<file path="src/psa_pkg.sv">
package psa_pkg;

    // register addresses on the management port
    localparam logic [4:0]  PSA_ADDR_STATUS = 5'h01;
    localparam logic [4:0]  PSA_ADDR_ID_HI  = 5'h02;
    localparam logic [4:0]  PSA_ADDR_ID_LO  = 5'h03;
    localparam logic [4:0]  PSA_ADDR_ADV    = 5'h04;

    // status bit positions
    localparam int PSA_ST_10FD = 12;
    localparam int PSA_ST_10HD = 11;
    localparam int PSA_ST_PRE  = 6;
    localparam int PSA_ST_ANC  = 5;
    localparam int PSA_ST_RF   = 4;
    localparam int PSA_ST_ANA  = 3;
    localparam int PSA_ST_LINK = 2;
    localparam int PSA_ST_JAB  = 1;
    localparam int PSA_ST_EXT  = 0;

    // fixed capability values
    localparam logic PSA_CAP_10FD = 1'b1;
    localparam logic PSA_CAP_10HD = 1'b1;
    localparam logic PSA_CAP_PRE  = 1'b1;
    localparam logic PSA_CAP_EXT  = 1'b1;

    // identity fields, values arbitrary
    localparam logic [15:0] PSA_OUI_HI = 16'h5A3C;
    localparam logic [5:0]  PSA_OUI_LO = 6'h15;
    localparam logic [5:0]  PSA_MODEL  = 6'h2A;
    localparam logic [3:0]  PSA_REV    = 4'h3;

    // advertisement layout
    localparam logic [15:0] PSA_ADV_RESET = 16'h01E1;
    localparam logic [15:0] PSA_ADV_WMASK = 16'hA7FF;
    localparam int PSA_ADV_NP    = 15;
    localparam int PSA_ADV_RF    = 13;
    localparam int PSA_ADV_PAUSE = 10;
    localparam int PSA_ADV_SEL_H = 4;

    localparam logic [15:0] PSA_ZERO16 = 16'h0000;

    typedef struct packed {
        logic [15:0] rdata;
        logic        rvalid;
        logic [15:0] adv;
        logic        rf;
        logic        jab;
        logic        link;
        logic        strap_s1;
        logic        strap_s2;
    } psa_state_t;

endpackage

</file>
<file path="src/psa_regs.sv">
`timescale 1ns/1ps
// Functional notes
// - status bits 12 and 11 report 10 Mb/s full and half duplex support.
// - status bit 6 reports that preamble-free management frames are accepted.
// - status bit 5 reads 1 only once negotiation has finished.
// - negotiation-complete reads 0 whenever negotiation is disabled.
// - remote fault latches high until fault gone and status read.
// - status bit 3 follows the strapped negotiation-capable mode pin.
// - link bit latches low until link changes and status is read.
// - jabber bit latches high until jabber gone and status read.
// - status bit 0 always reads 1.
// - identifier high register holds OUI bits 3 to 18.
// - identifier low register bits 15:10 hold OUI bits 19 to 24.
// - identifier low register holds model in 9:4, revision in 3:0.
// - advertisement bits 4:0 are the writable selector field.
// - advertisement bits 9 to 5 are writable ability bits.
// - advertisement bit 10 writable, advertises pause support.
// - bit 13 remote fault, bit 15 next page; 14, 12, 11 reserved.
// - advertisement resets to 0x01E1.
// - control bit 12 enables negotiation and gates the complete flag.
module psa_regs
    import psa_pkg::*;
(
    input  wire logic        i_clk,
    input  wire logic        i_reset,
    input  wire logic        i_ce,
    input  wire logic [4:0]  i_addr,
    input  wire logic        i_rd,
    input  wire logic        i_wr,
    input  wire logic [15:0] i_wdata,
    input  wire logic        i_an_enable,
    input  wire logic        i_an_done,
    input  wire logic        i_remote_fault,
    input  wire logic        i_link_up,
    input  wire logic        i_jabber,
    input  wire logic        i_strap_an_able,
    output logic      [15:0] o_rdata,
    output logic             o_rvalid,
    output logic      [15:0] o_adv
);

    psa_state_t s_r;
    psa_state_t s_nxt;
    logic       rd_stat;
    logic       wr_adv;
    logic [15:0] status_w;

    // latch that holds high until event gone and register read
    function automatic logic sticky_hi(input logic ev,
                                       input logic cur,
                                       input logic rd);
        return ev | (cur & ~rd);
    endfunction

    assign rd_stat = i_ce & i_rd & (i_addr == PSA_ADDR_STATUS);
    assign wr_adv  = i_ce & i_wr & (i_addr == PSA_ADDR_ADV);

    always_comb begin
        status_w = PSA_ZERO16;
        status_w[PSA_ST_10FD] = PSA_CAP_10FD;
        status_w[PSA_ST_10HD] = PSA_CAP_10HD;
        status_w[PSA_ST_PRE]  = PSA_CAP_PRE;
        status_w[PSA_ST_ANC]  = i_an_enable & i_an_done;
        status_w[PSA_ST_RF]   = s_r.rf;
        status_w[PSA_ST_ANA]  = s_r.strap_s2;
        status_w[PSA_ST_LINK] = s_r.link;
        status_w[PSA_ST_JAB]  = s_r.jab;
        status_w[PSA_ST_EXT]  = PSA_CAP_EXT;
    end

    always_comb begin
        s_nxt = s_r;
        if (i_ce) begin
            s_nxt.strap_s1 = i_strap_an_able;
            s_nxt.strap_s2 = s_r.strap_s1;
            s_nxt.rf = sticky_hi(i_remote_fault, s_r.rf, rd_stat);
            s_nxt.jab = sticky_hi(i_jabber, s_r.jab, rd_stat);
            s_nxt.link = i_link_up & (s_r.link | rd_stat);
            if (wr_adv) begin
                s_nxt.adv = i_wdata & PSA_ADV_WMASK;
            end
            s_nxt.rvalid = i_rd;
            if (i_rd) begin
                unique case (i_addr)
                    PSA_ADDR_STATUS: s_nxt.rdata = status_w;
                    PSA_ADDR_ID_HI: s_nxt.rdata = PSA_OUI_HI;
                    PSA_ADDR_ID_LO: s_nxt.rdata = {PSA_OUI_LO, PSA_MODEL,
                                                   PSA_REV};
                    PSA_ADDR_ADV: s_nxt.rdata = s_r.adv;
                    default: s_nxt.rdata = PSA_ZERO16;
                endcase
            end
        end
    end

    always_ff @(posedge i_clk or posedge i_reset) begin
        if (i_reset) begin
            s_r.rdata    <= PSA_ZERO16;
            s_r.rvalid   <= 1'b0;
            s_r.adv      <= PSA_ADV_RESET;
            s_r.rf       <= 1'b0;
            s_r.jab      <= 1'b0;
            s_r.link     <= 1'b0;
            s_r.strap_s1 <= 1'b0;
            s_r.strap_s2 <= 1'b0;
        end else begin
            s_r <= s_nxt;
        end
    end

    assign o_rdata  = s_r.rdata;
    assign o_rvalid = s_r.rvalid;
    assign o_adv    = s_r.adv;
endmodule

</file>
<file path="config.mk">
export PLATFORM = sky130hd
export DESIGN_NAME = psa_regs
export DESIGN_NICKNAME = d
export VERILOG_FILES = /design/src/psa_pkg.sv /design/src/psa_regs.sv
export SDC_FILE = /design/constraint.sdc
export NUM_CORES = 1
export LEC_CHECK = 0
export ABC_AREA = 1
export BUFFER_PORTS_ARGS = -buffer_cell sky130_fd_sc_hd__buf_2
export CORE_MARGIN = 2
export CORE_UTILIZATION = 40
export DETAILED_ROUTE_END_ITERATION = 12
export PLACE_DENSITY = 0.69
export SYNTH_ARGS = -nofsm -noshare
export SYNTH_HDL_FRONTEND = slang
export SYNTH_SLANG_ARGS = --single-unit
export TNS_END_PERCENT = 100
</file>
<file path="constraint.sdc">
create_clock -name i_clk -period 2.44 [get_ports i_clk]
set_input_delay 0.366 -clock i_clk [delete_from_list [all_inputs] [get_ports i_clk]]
set_output_delay 0.366 -clock i_clk [all_outputs]
set_load 0.01 [all_outputs]
</file>
After elaboration in Yosys (flattened, before gate mapping):

Index checks and enable logic that the tools add are counted.

* bits in registers: 35
* output and inout port bits: 33
* input bits: 32
* word-level logic and storage cells: 27

* reductions and logical operators: 2
* mux-type cells: 1
* eq/ne operators: 4
* bitwise gates (word level): 12

Operator list (count)
* $pmux 16 s4: 1
* $eq 5x2->1 const B: 2
* $and 1x1->1: 8
* $eq 5x1->1 const B: 1
* $eq 5x3->1 const B: 1
* $reduce_and 2->1: 2
* $or 1x1->1: 3
* $not 1->1: 1

Longest topological paths before layout:

Gate-level depths: netlist of the first run.

* depth after elaboration: 5
* gate-level depth with buffers: 9
* mapped depth without buffers: 8

Worst setup path after synthesis of the first run:

No wires, ideal clock.

* kind: input to register
* start point: input port i_addr[0]
* end point: register s_r (netlist bit o_adv[9])
* library setup time: 116 ps
* required time: 2324 ps
* slack: 1325 ps
* arrival time: 998 ps
* buffers on the path: 1
* stages on the path: 7
* cells stage by stage: nor2_4 -> nand3_4 -> inv_4 -> nand2_2 -> buf_2 -> nand2_1 -> nand2_1

* word-level cells in the longest chain between the ends: 3

RTL lines
* from (decl): RTL line psa_regs.sv:27 `input wire logic [4:0] i_addr,`
* $eq 5x3->1: RTL line psa_regs.sv:56 `assign wr_adv = i_ce & i_wr & (i_addr == PSA_ADDR_ADV);`
* $and 1x1->1: RTL line psa_regs.sv:56
* $reduce_and 2->1 (no source line)
* to (signal assigned): RTL line psa_regs.sv:107 `s_r <= s_nxt;`
* to (decl): RTL line psa_regs.sv:42 `psa_state_t s_r;`

Every way passes these cells.
A chain may end at the register's enable or synchronous reset.

Final worst setup path of the first run:

* start point: input port i_ce
* end point: register s_r (netlist bit o_rdata[7])

* word-level cells in the longest chain between the ends: 1

RTL lines
* from (decl): RTL line psa_regs.sv:26 `input wire logic i_ce,`
* $reduce_and 2->1 (no source line)

Every way passes these cells.

==> flow_summary.json, run 1 <==
{
  "cp-startpoint": "i_ce",
  "multiInputGateArea_sq_um": 693,
  "cp_max_fo": 20,
  "regArea_sq_um": 882,
  "finalClockSkew_ns": 0.00409,
  "n_antenna_cell": 0,
  "synth_largest_type_area_fraction_pct": 39.1,
  "clk_path_buf_depth": 2,
  "cts_made_buffers": 5,
  "synth_top_family_by_area": "simple AND/OR/NAND/NOR gates",
  "cts_tree": "yes",
  "clock_power_share_pct": 31.3,
  "cts.repair_timing.setup_buffer_count": 0,
  "grt_setup_unrepaired": "no",
  "synth_cell_types": 25,
  "proportion_of_layout_cells_with_a_drive_suffix_above_1_pct": 35.5,
  "synth.top_cells.by_area": "sky130_fd_sc_hd__dfrtp_1 39%, sky130_fd_sc_hd__nand2_1 15%, sky130_fd_sc_hd__buf_4 13%",
  "antenna_violating_nets_post_route": 0,
  "vias": 1436,
  "critical-path-top-delay-family": "buffers and inverters",
  "power_density_mw_per_mm2": 610,
  "ctsHtreeMaxLevel": 2,
  "layout_min_cycle_time_ns": 1.33,
  "hold-worst-slack_ns": 0.169,
  "worst_ir_drop_vdd_v": 0.000255,
  "core_region_area_sq_mm": 0.00466,
  "total_of_hold_buffers_inserted_after_clock_tree_synthesis": 0,
  "routed_wl_microns": 3860,
  "int_power_mw": 0.918,
  "worst_path_largest_cell_delay_ns": 0.45,
  "post-dp-hpwl_microns": 2890,
  "die_area_sq_mm": 0.00537,
  "report.final.hold_viol_count": 0,
  "rr_endpoint": "o_rdata[5]$_DFFE_PP0P_",
  "dpl_cell_area_sq_mm": 0.00201,
  "synth_area_per_cell_sq_um": 8.57,
  "grt.overflow.total": 0,
  "ys_seq_elements": 35,
  "timing.rr.start": "o_adv[5]$_DFFE_PP1P_",
  "worst_skew_pair.late_latency_ns": 0.28,
  "syn_area_sq_mm": 0.00192,
  "max_cap_viols": 0,
  "detail_route.drc_violations": 0,
  "critical_path_class": "in2reg",
  "tightestPinTransition_ns": 0.583,
  "timing.critical_path.buf_inv": 4,
  "groute.usage.overall_pct": 16.0,
  "port_buffers": 58,
  "period_share_pct": 54.6,
  "crit_chain": "buf_2 > nand2_1 > buf_4 > inv_1 > nand2_1 > inv_1 > a21oi_1",
  "clk_transition_reported_paths_ns": 0.06,
  "die_h_microns": 73.3,
  "grt_max_degree": 36,
  "clock_sinks": 35,
  "timing.critical_path.from_type": "input pin",
  "grt_antenna_before_repair": 0,
  "synth_to_layout_area_growth_pct": 8.66,
  "first_global_vias": 1411,
  "floorplan.rows": 25,
  "via_per_inst": 4.63,
  "die_width_microns": 73.3,
  "synth_top_cell_by_area": "sky130_fd_sc_hd__dfrtp_1",
  "grt_pass1_wl_microns": 6560,
  "fillCellCount": 490,
  "synth_compound_area_share_pct": 3.58,
  "boundaryPins": 65,
  "fraction_of_power_spent_switching_nets_pct": 27.8,
  "outcome": "completed",
  "drt_pass1_iterations": 4,
  "max_slew_margin_pct": 61.1,
  "setup_ws_ns": 1.11,
  "switchingPower_mw": 0.354,
  "synthesis.yosys.warnings": 0,
  "ctsResizeCount": 0,
  "max_freq_mhz": 751,
  "share_seq_of_total_power_pct": 52.8,
  "post_synth_and_or_nand_nor_area_fraction_pct": 31.9,
  "fin_max_slew_vios": 0,
  "crit_path_end_kind": "flop",
  "place.gp.congestion": 0.833,
  "power.leakage_nw": 1.16,
  "routedWlPerCell_microns": 12.5,
  "min_path_type": "in2async",
  "postSynthCellCount": 224,
  "fin_tns_setup_ns": 0,
  "start_util_pct": 41.2,
  "detailedRoute.firstIterationViolations": 97,
  "reg2reg_depth": 4,
  "setup_viol": 0,
  "ys_seq_area_share_pct": 45.9,
  "place_ws_ns": 0.765,
  "timing.critical_path.slowest_stage_cell": "sky130_fd_sc_hd__inv_1",
  "timing.reg2reg.setup_slack_ns": 1.54,
  "layout.nets": 287,
  "post_synth_fa_ha_maj_area_fraction_pct": 0,
  "yosys.area_share.xor_xnor_pct": 0,
  "combinationalPowerShare_pct": 15.9,
  "critical_path_arrival_ns": 1.50,
  "synthMuxAreaShare_pct": 0,
  "worst_ep_required_time_ns": 2.61,
  "layout.cell_area.non_filler_sq_mm": 0.00209,
  "cts.root.buffer_cell": "sky130_fd_sc_hd__clkbuf_8"
}
synth_stat cells:
library cell,n
sky130_fd_sc_hd__a21oi_1,2
sky130_fd_sc_hd__a31oi_1,3
sky130_fd_sc_hd__buf_12,1
sky130_fd_sc_hd__buf_2,3
sky130_fd_sc_hd__buf_4,33
sky130_fd_sc_hd__buf_8,1
sky130_fd_sc_hd__clkbuf_1,1
sky130_fd_sc_hd__conb_1,1
sky130_fd_sc_hd__dfrtp_1,30
sky130_fd_sc_hd__dfstp_2,5
sky130_fd_sc_hd__inv_1,9
sky130_fd_sc_hd__inv_2,3
sky130_fd_sc_hd__inv_4,1
sky130_fd_sc_hd__nand2_1,79
sky130_fd_sc_hd__nand2_2,1
sky130_fd_sc_hd__nand3_1,11
sky130_fd_sc_hd__nand3_2,10
sky130_fd_sc_hd__nand3_4,1
sky130_fd_sc_hd__nand4_1,10
sky130_fd_sc_hd__nor2_1,7
sky130_fd_sc_hd__nor2_2,1
sky130_fd_sc_hd__nor2_4,2
sky130_fd_sc_hd__nor2_8,1
sky130_fd_sc_hd__o21ai_0,3
sky130_fd_sc_hd__o21ai_1,5
metrics by stage:
stage | std cells | power [mW] | util [%]
after floorplan | 226 | 0.850 | -
after global placement | 302 | 0.882 | 43.1
after detailed placement | 302 | 0.890 | 43.1
after CTS | 310 | 1.29 | 44.8
after global routing | 310 | 1.35 | 44.8
final | 310 | 1.27 | 44.8
power groups by stage:
stage / registers [mW] / clock network [mW] / logic [mW]
CTS: 0.673 / 0.414 / 0.208
global placement: 0.680 / 0 / 0.202
finish: 0.671 / 0.398 / 0.202
floorplan: 0.672 / 0 / 0.177
global route: 0.679 / 0.437 / 0.229
detailed placement: 0.683 / 0 / 0.208
flip-flops by register name (all words and copies together) (netlist names):
name,cells
o_adv,13
o_rdata,16
s_r,5
o_rvalid,1
worst max-delay path by stage:
stage	slack, ns	to	depth (start not counted)
finish	1.11	o_rdata[7]$_DFFE_PP0P_	7
CTS	1.07	o_rdata[9]$_DFFE_PP0P_	6
detailed placement	0.77	o_rdata[7]$_DFFE_PP0P_	7
floorplan	1.31	o_adv[10]$_DFFE_PP0P_	1
global placement	0.82	o_rdata[9]$_DFFE_PP0P_	6
global route	0.93	o_rdata[9]$_DFFE_PP0P_	6
placed cells by master (no fill, tap or decap):
| cell | instances |
|---|---|
| sky130_fd_sc_hd__inv_2 | 3 |
| sky130_fd_sc_hd__inv_4 | 1 |
| sky130_fd_sc_hd__nand3_4 | 1 |
| sky130_fd_sc_hd__inv_1 | 9 |
| sky130_fd_sc_hd__nor2_4 | 2 |
| sky130_fd_sc_hd__dfrtp_1 | 30 |
| sky130_fd_sc_hd__nand3_1 | 11 |
| sky130_fd_sc_hd__nand2_2 | 1 |
| sky130_fd_sc_hd__nand4_1 | 10 |
| sky130_fd_sc_hd__conb_1 | 3 |
| sky130_fd_sc_hd__o21ai_0 | 3 |
| sky130_fd_sc_hd__nor2_8 | 1 |
| sky130_fd_sc_hd__nor2_2 | 1 |
| sky130_fd_sc_hd__nand2_1 | 79 |
| sky130_fd_sc_hd__dfstp_2 | 5 |
| sky130_fd_sc_hd__buf_4 | 3 |
| sky130_fd_sc_hd__clkbuf_8 | 5 |
| sky130_fd_sc_hd__a31oi_1 | 3 |
| sky130_fd_sc_hd__nand3_2 | 10 |
| sky130_fd_sc_hd__o21ai_1 | 5 |
| sky130_fd_sc_hd__a21oi_1 | 2 |
| sky130_fd_sc_hd__clkbuf_1 | 3 |
| sky130_fd_sc_hd__buf_2 | 58 |
| sky130_fd_sc_hd__nor2_1 | 7 |
cell type report:
class	count	area share, %
clock buffers	8	3.84
well taps	54	3.24
repair buffers	61	15.0
inverters	13	2.46
flip-flops and latches	35	42.3
multi-input cells	139	33.2
worst min-delay path: stages:
cell	delay [ns]
sky130_fd_sc_hd__buf_2	0.10
sky130_fd_sc_hd__inv_1	0.04
sky130_fd_sc_hd__buf_4	0.38
metal layers:
metal / wire length (microns) / global-route usage [%] / up-vias
li1: - / - / 745
met5: 0 / 0 / -
met3: 183 / 3.57 / 7
met1: 1770 / 21.9 / 645
met2: 1850 / 24.7 / 39
met4: 61 / 6.46 / 0
cell families after synthesis:
family,count (synthesis)
flops,35
buf+inv,52
compound gates,13
simple gates,123
other cells,1
(Power assumes the default switching activity.)
==> run 2, diff against run 1 <==
==> constraint.sdc (replaced) <==
create_clock -name i_clk -period 1.3 [get_ports i_clk]
set_input_delay 0.195 -clock i_clk [delete_from_list [all_inputs] [get_ports i_clk]]
set_output_delay 0.195 -clock i_clk [all_outputs]
set_load 0.01 [all_outputs]
==> run 2 against run 1 <==
Compared with the run above:
- clock-buffer cell count is the same
- design area grew 3.0%
- sequential cell count did not move
- cell count up 1.3%
- critical path depth is 6 lower
- wire length rose by 0.73%
- critical endpoint is now o_adv[0]
- highest routed layer unchanged
==> flow_summary.json, run 2 (synthesis results as in run 1) <==
{
  "first_global_vias": 1374,
  "clk_path_buf_depth": 2,
  "cp_max_fo": 3,
  "critical_path_cell_count": 1,
  "worst_skew_pair.late_latency_ns": 0.29,
  "reg2reg_depth": 4,
  "cts_made_buffers": 5,
  "setup_viol": 0,
  "setup.worst_path.end": "o_adv[0]",
  "antenna_violating_nets_post_route": 0,
  "power_density_mw_per_mm2": 1170,
  "period_share_pct": 89.2,
  "critical-path-top-delay-family": "flip-flops",
  "die_width_microns": 73.3,
  "power.leakage_nw": 1.19,
  "timing.reg2reg.setup_slack_ns": 0.44,
  "timing.critical_path.from_type": "flop",
  "post-dp-hpwl_microns": 2890,
  "ctsResizeCount": 0,
  "max_cap_viols": 0,
  "largest_reg_flops": 16,
  "detail_route.drc_violations": 0,
  "worst_ep_required_time_ns": 1.11,
  "grt.overflow.total": 0,
  "grt_setup_unrepaired": "no",
  "die_h_microns": 73.3,
  "crit_chain": "buf_2",
  "critical_path_arrival_ns": 0.96,
  "clk_transition_reported_paths_ns": 0.07,
  "proportion_of_layout_cells_with_a_drive_suffix_above_1_pct": 37.3,
  "vias": 1445,
  "floorplan.rows": 25,
  "cp-startpoint": "o_adv[0]$_DFFE_PP1P_",
  "cts.repair_timing.setup_buffer_count": 0,
  "detailedRoute.firstIterationViolations": 66,
  "core_region_area_sq_mm": 0.00466,
  "drt_pass1_iterations": 4,
  "min_path_type": "in2async",
  "via_per_inst": 4.60,
  "start_util_pct": 41.2,
  "worst_ir_drop_vdd_v": 0.000713,
  "clock_sinks": 35,
  "total_of_hold_buffers_inserted_after_clock_tree_synthesis": 0,
  "grt_pass1_wl_microns": 6410,
  "boundaryPins": 65,
  "routedWlPerCell_microns": 12.4,
  "fin_max_slew_vios": 0,
  "rr_endpoint": "o_rdata[5]$_DFFE_PP0P_",
  "layout.cell_area.non_filler_sq_mm": 0.00215,
  "cts.root.buffer_cell": "sky130_fd_sc_hd__clkbuf_8",
  "outcome": "completed",
  "fin_tns_setup_ns": 0,
  "total_power_consumption_of_the_routed_design_mw": 2.51,
  "max_freq_mhz": 862,
  "dpl_cell_area_sq_mm": 0.00205,
  "synth_to_layout_area_growth_pct": 11.9,
  "timing.rr.start": "o_adv[5]$_DFFE_PP1P_",
  "final_common_cell": "sky130_fd_sc_hd__nand2_1",
  "die_area_sq_mm": 0.00537,
  "place.gp.congestion": 0.869,
  "layout_min_cycle_time_ns": 1.16,
  "ctsHtreeMaxLevel": 2,
  "finalClockSkew_ns": 0.00239,
  "timing.critical_path.slowest_stage_cell": "sky130_fd_sc_hd__dfstp_2",
  "worst_path_largest_cell_delay_ns": 0.55,
  "port_buffers": 58,
  "critical_path_class": "reg2out",
  "report.final.hold_viol_count": 0,
  "crit_path_end_kind": "output pin",
  "n_antenna_cell": 0,
  "routed_wl_microns": 3890,
  "grt_antenna_before_repair": 0,
  "timing.critical_path.buf_inv": 1,
  "layout.nets": 291,
  "most_frequent_cells_in_the_layout": "79 x sky130_fd_sc_hd__nand2_1, 58 x sky130_fd_sc_hd__buf_2, 30 x sky130_fd_sc_hd__dfrtp_1",
  "cts_tree": "yes",
  "grt_max_degree": 36,
  "groute.usage.overall_pct": 15.9
}
==> run 2: cell count changes in the layout (fill, tap and decap cells not counted) <==
cell,delta
sky130_fd_sc_hd__clkbuf_1,-2
sky130_fd_sc_hd__buf_4,+3
sky130_fd_sc_hd__clkbuf_8,+2
sky130_fd_sc_hd__buf_12,+1
==> run 2: layout make-up <==
cell class | count | area (sq um)
inverters | 13 | 51.3
repair buffers | 65 | 355
well taps | 54 | 67.6
flip-flops and latches | 35 | 882
clock buffers | 8 | 100
fillers | 480 | 2510
multi-input cells | 139 | 693
==> run 2: per-layer routing <==
layer / up-vias / global-route usage [%] / share of wire [%]
met1: 644 / 20.9 / 44
met5: - / 0 / 0
met4: 0 / 7.88 / 2.2
met2: 43 / 24.4 / 47
met3: 9 / 3.98 / 6.7
li1: 749 / - / -
==> run 2: worst reg2reg max path, delay by kind of cell, from the launching register on <==
kind,cells,cell delay (ns)
simple gates,4,0.28
flops,1,0.54
==> run 2: worst min path at each step <==
| stage | start | end | slack [ns] | cells past startpoint |
|---|---|---|---|---|
| after global routing | i_reset | o_rvalid$_DFFE_PP0P_ | 0.05 | 3 |
| after global placement | i_reset | o_rvalid$_DFFE_PP0P_ | 0.32 | 3 |
| after CTS | i_reset | o_rvalid$_DFFE_PP0P_ | 0.02 | 3 |
| after detailed placement | i_reset | o_rvalid$_DFFE_PP0P_ | 0.32 | 3 |
| after floorplan | i_wdata[0] | o_adv[0]$_DFFE_PP1P_ | 0.29 | 2 |
| final | i_reset | s_r[0]$_DFFE_PP0P_ | 0.0007 | 3 |
==> run 2: stage by stage <==
stage | setup WS [ns] | std cells | utilization, % | hold slack (ns)
6_report | 0.140 | 314 | 46.1 | 0.000715
5_1_grt | 0.108 | 314 | 46.1 | 0.0548
4_1_cts | 0.132 | 314 | 46.1 | 0.0184
3_5_place_dp | -0.0141 | 306 | 44.0 | 0.321
3_3_place_gp | 0.00848 | 306 | 44.0 | 0.317
2_1_floorplan | 0.337 | 226 | - | 0.290
==> run 2: report_power, final <==
group          switching [mW]  internal (mW)
Clock                   0.375          0.483
Combinational           0.237          0.157
Sequential             0.0600           1.20
Total                   0.673           1.84
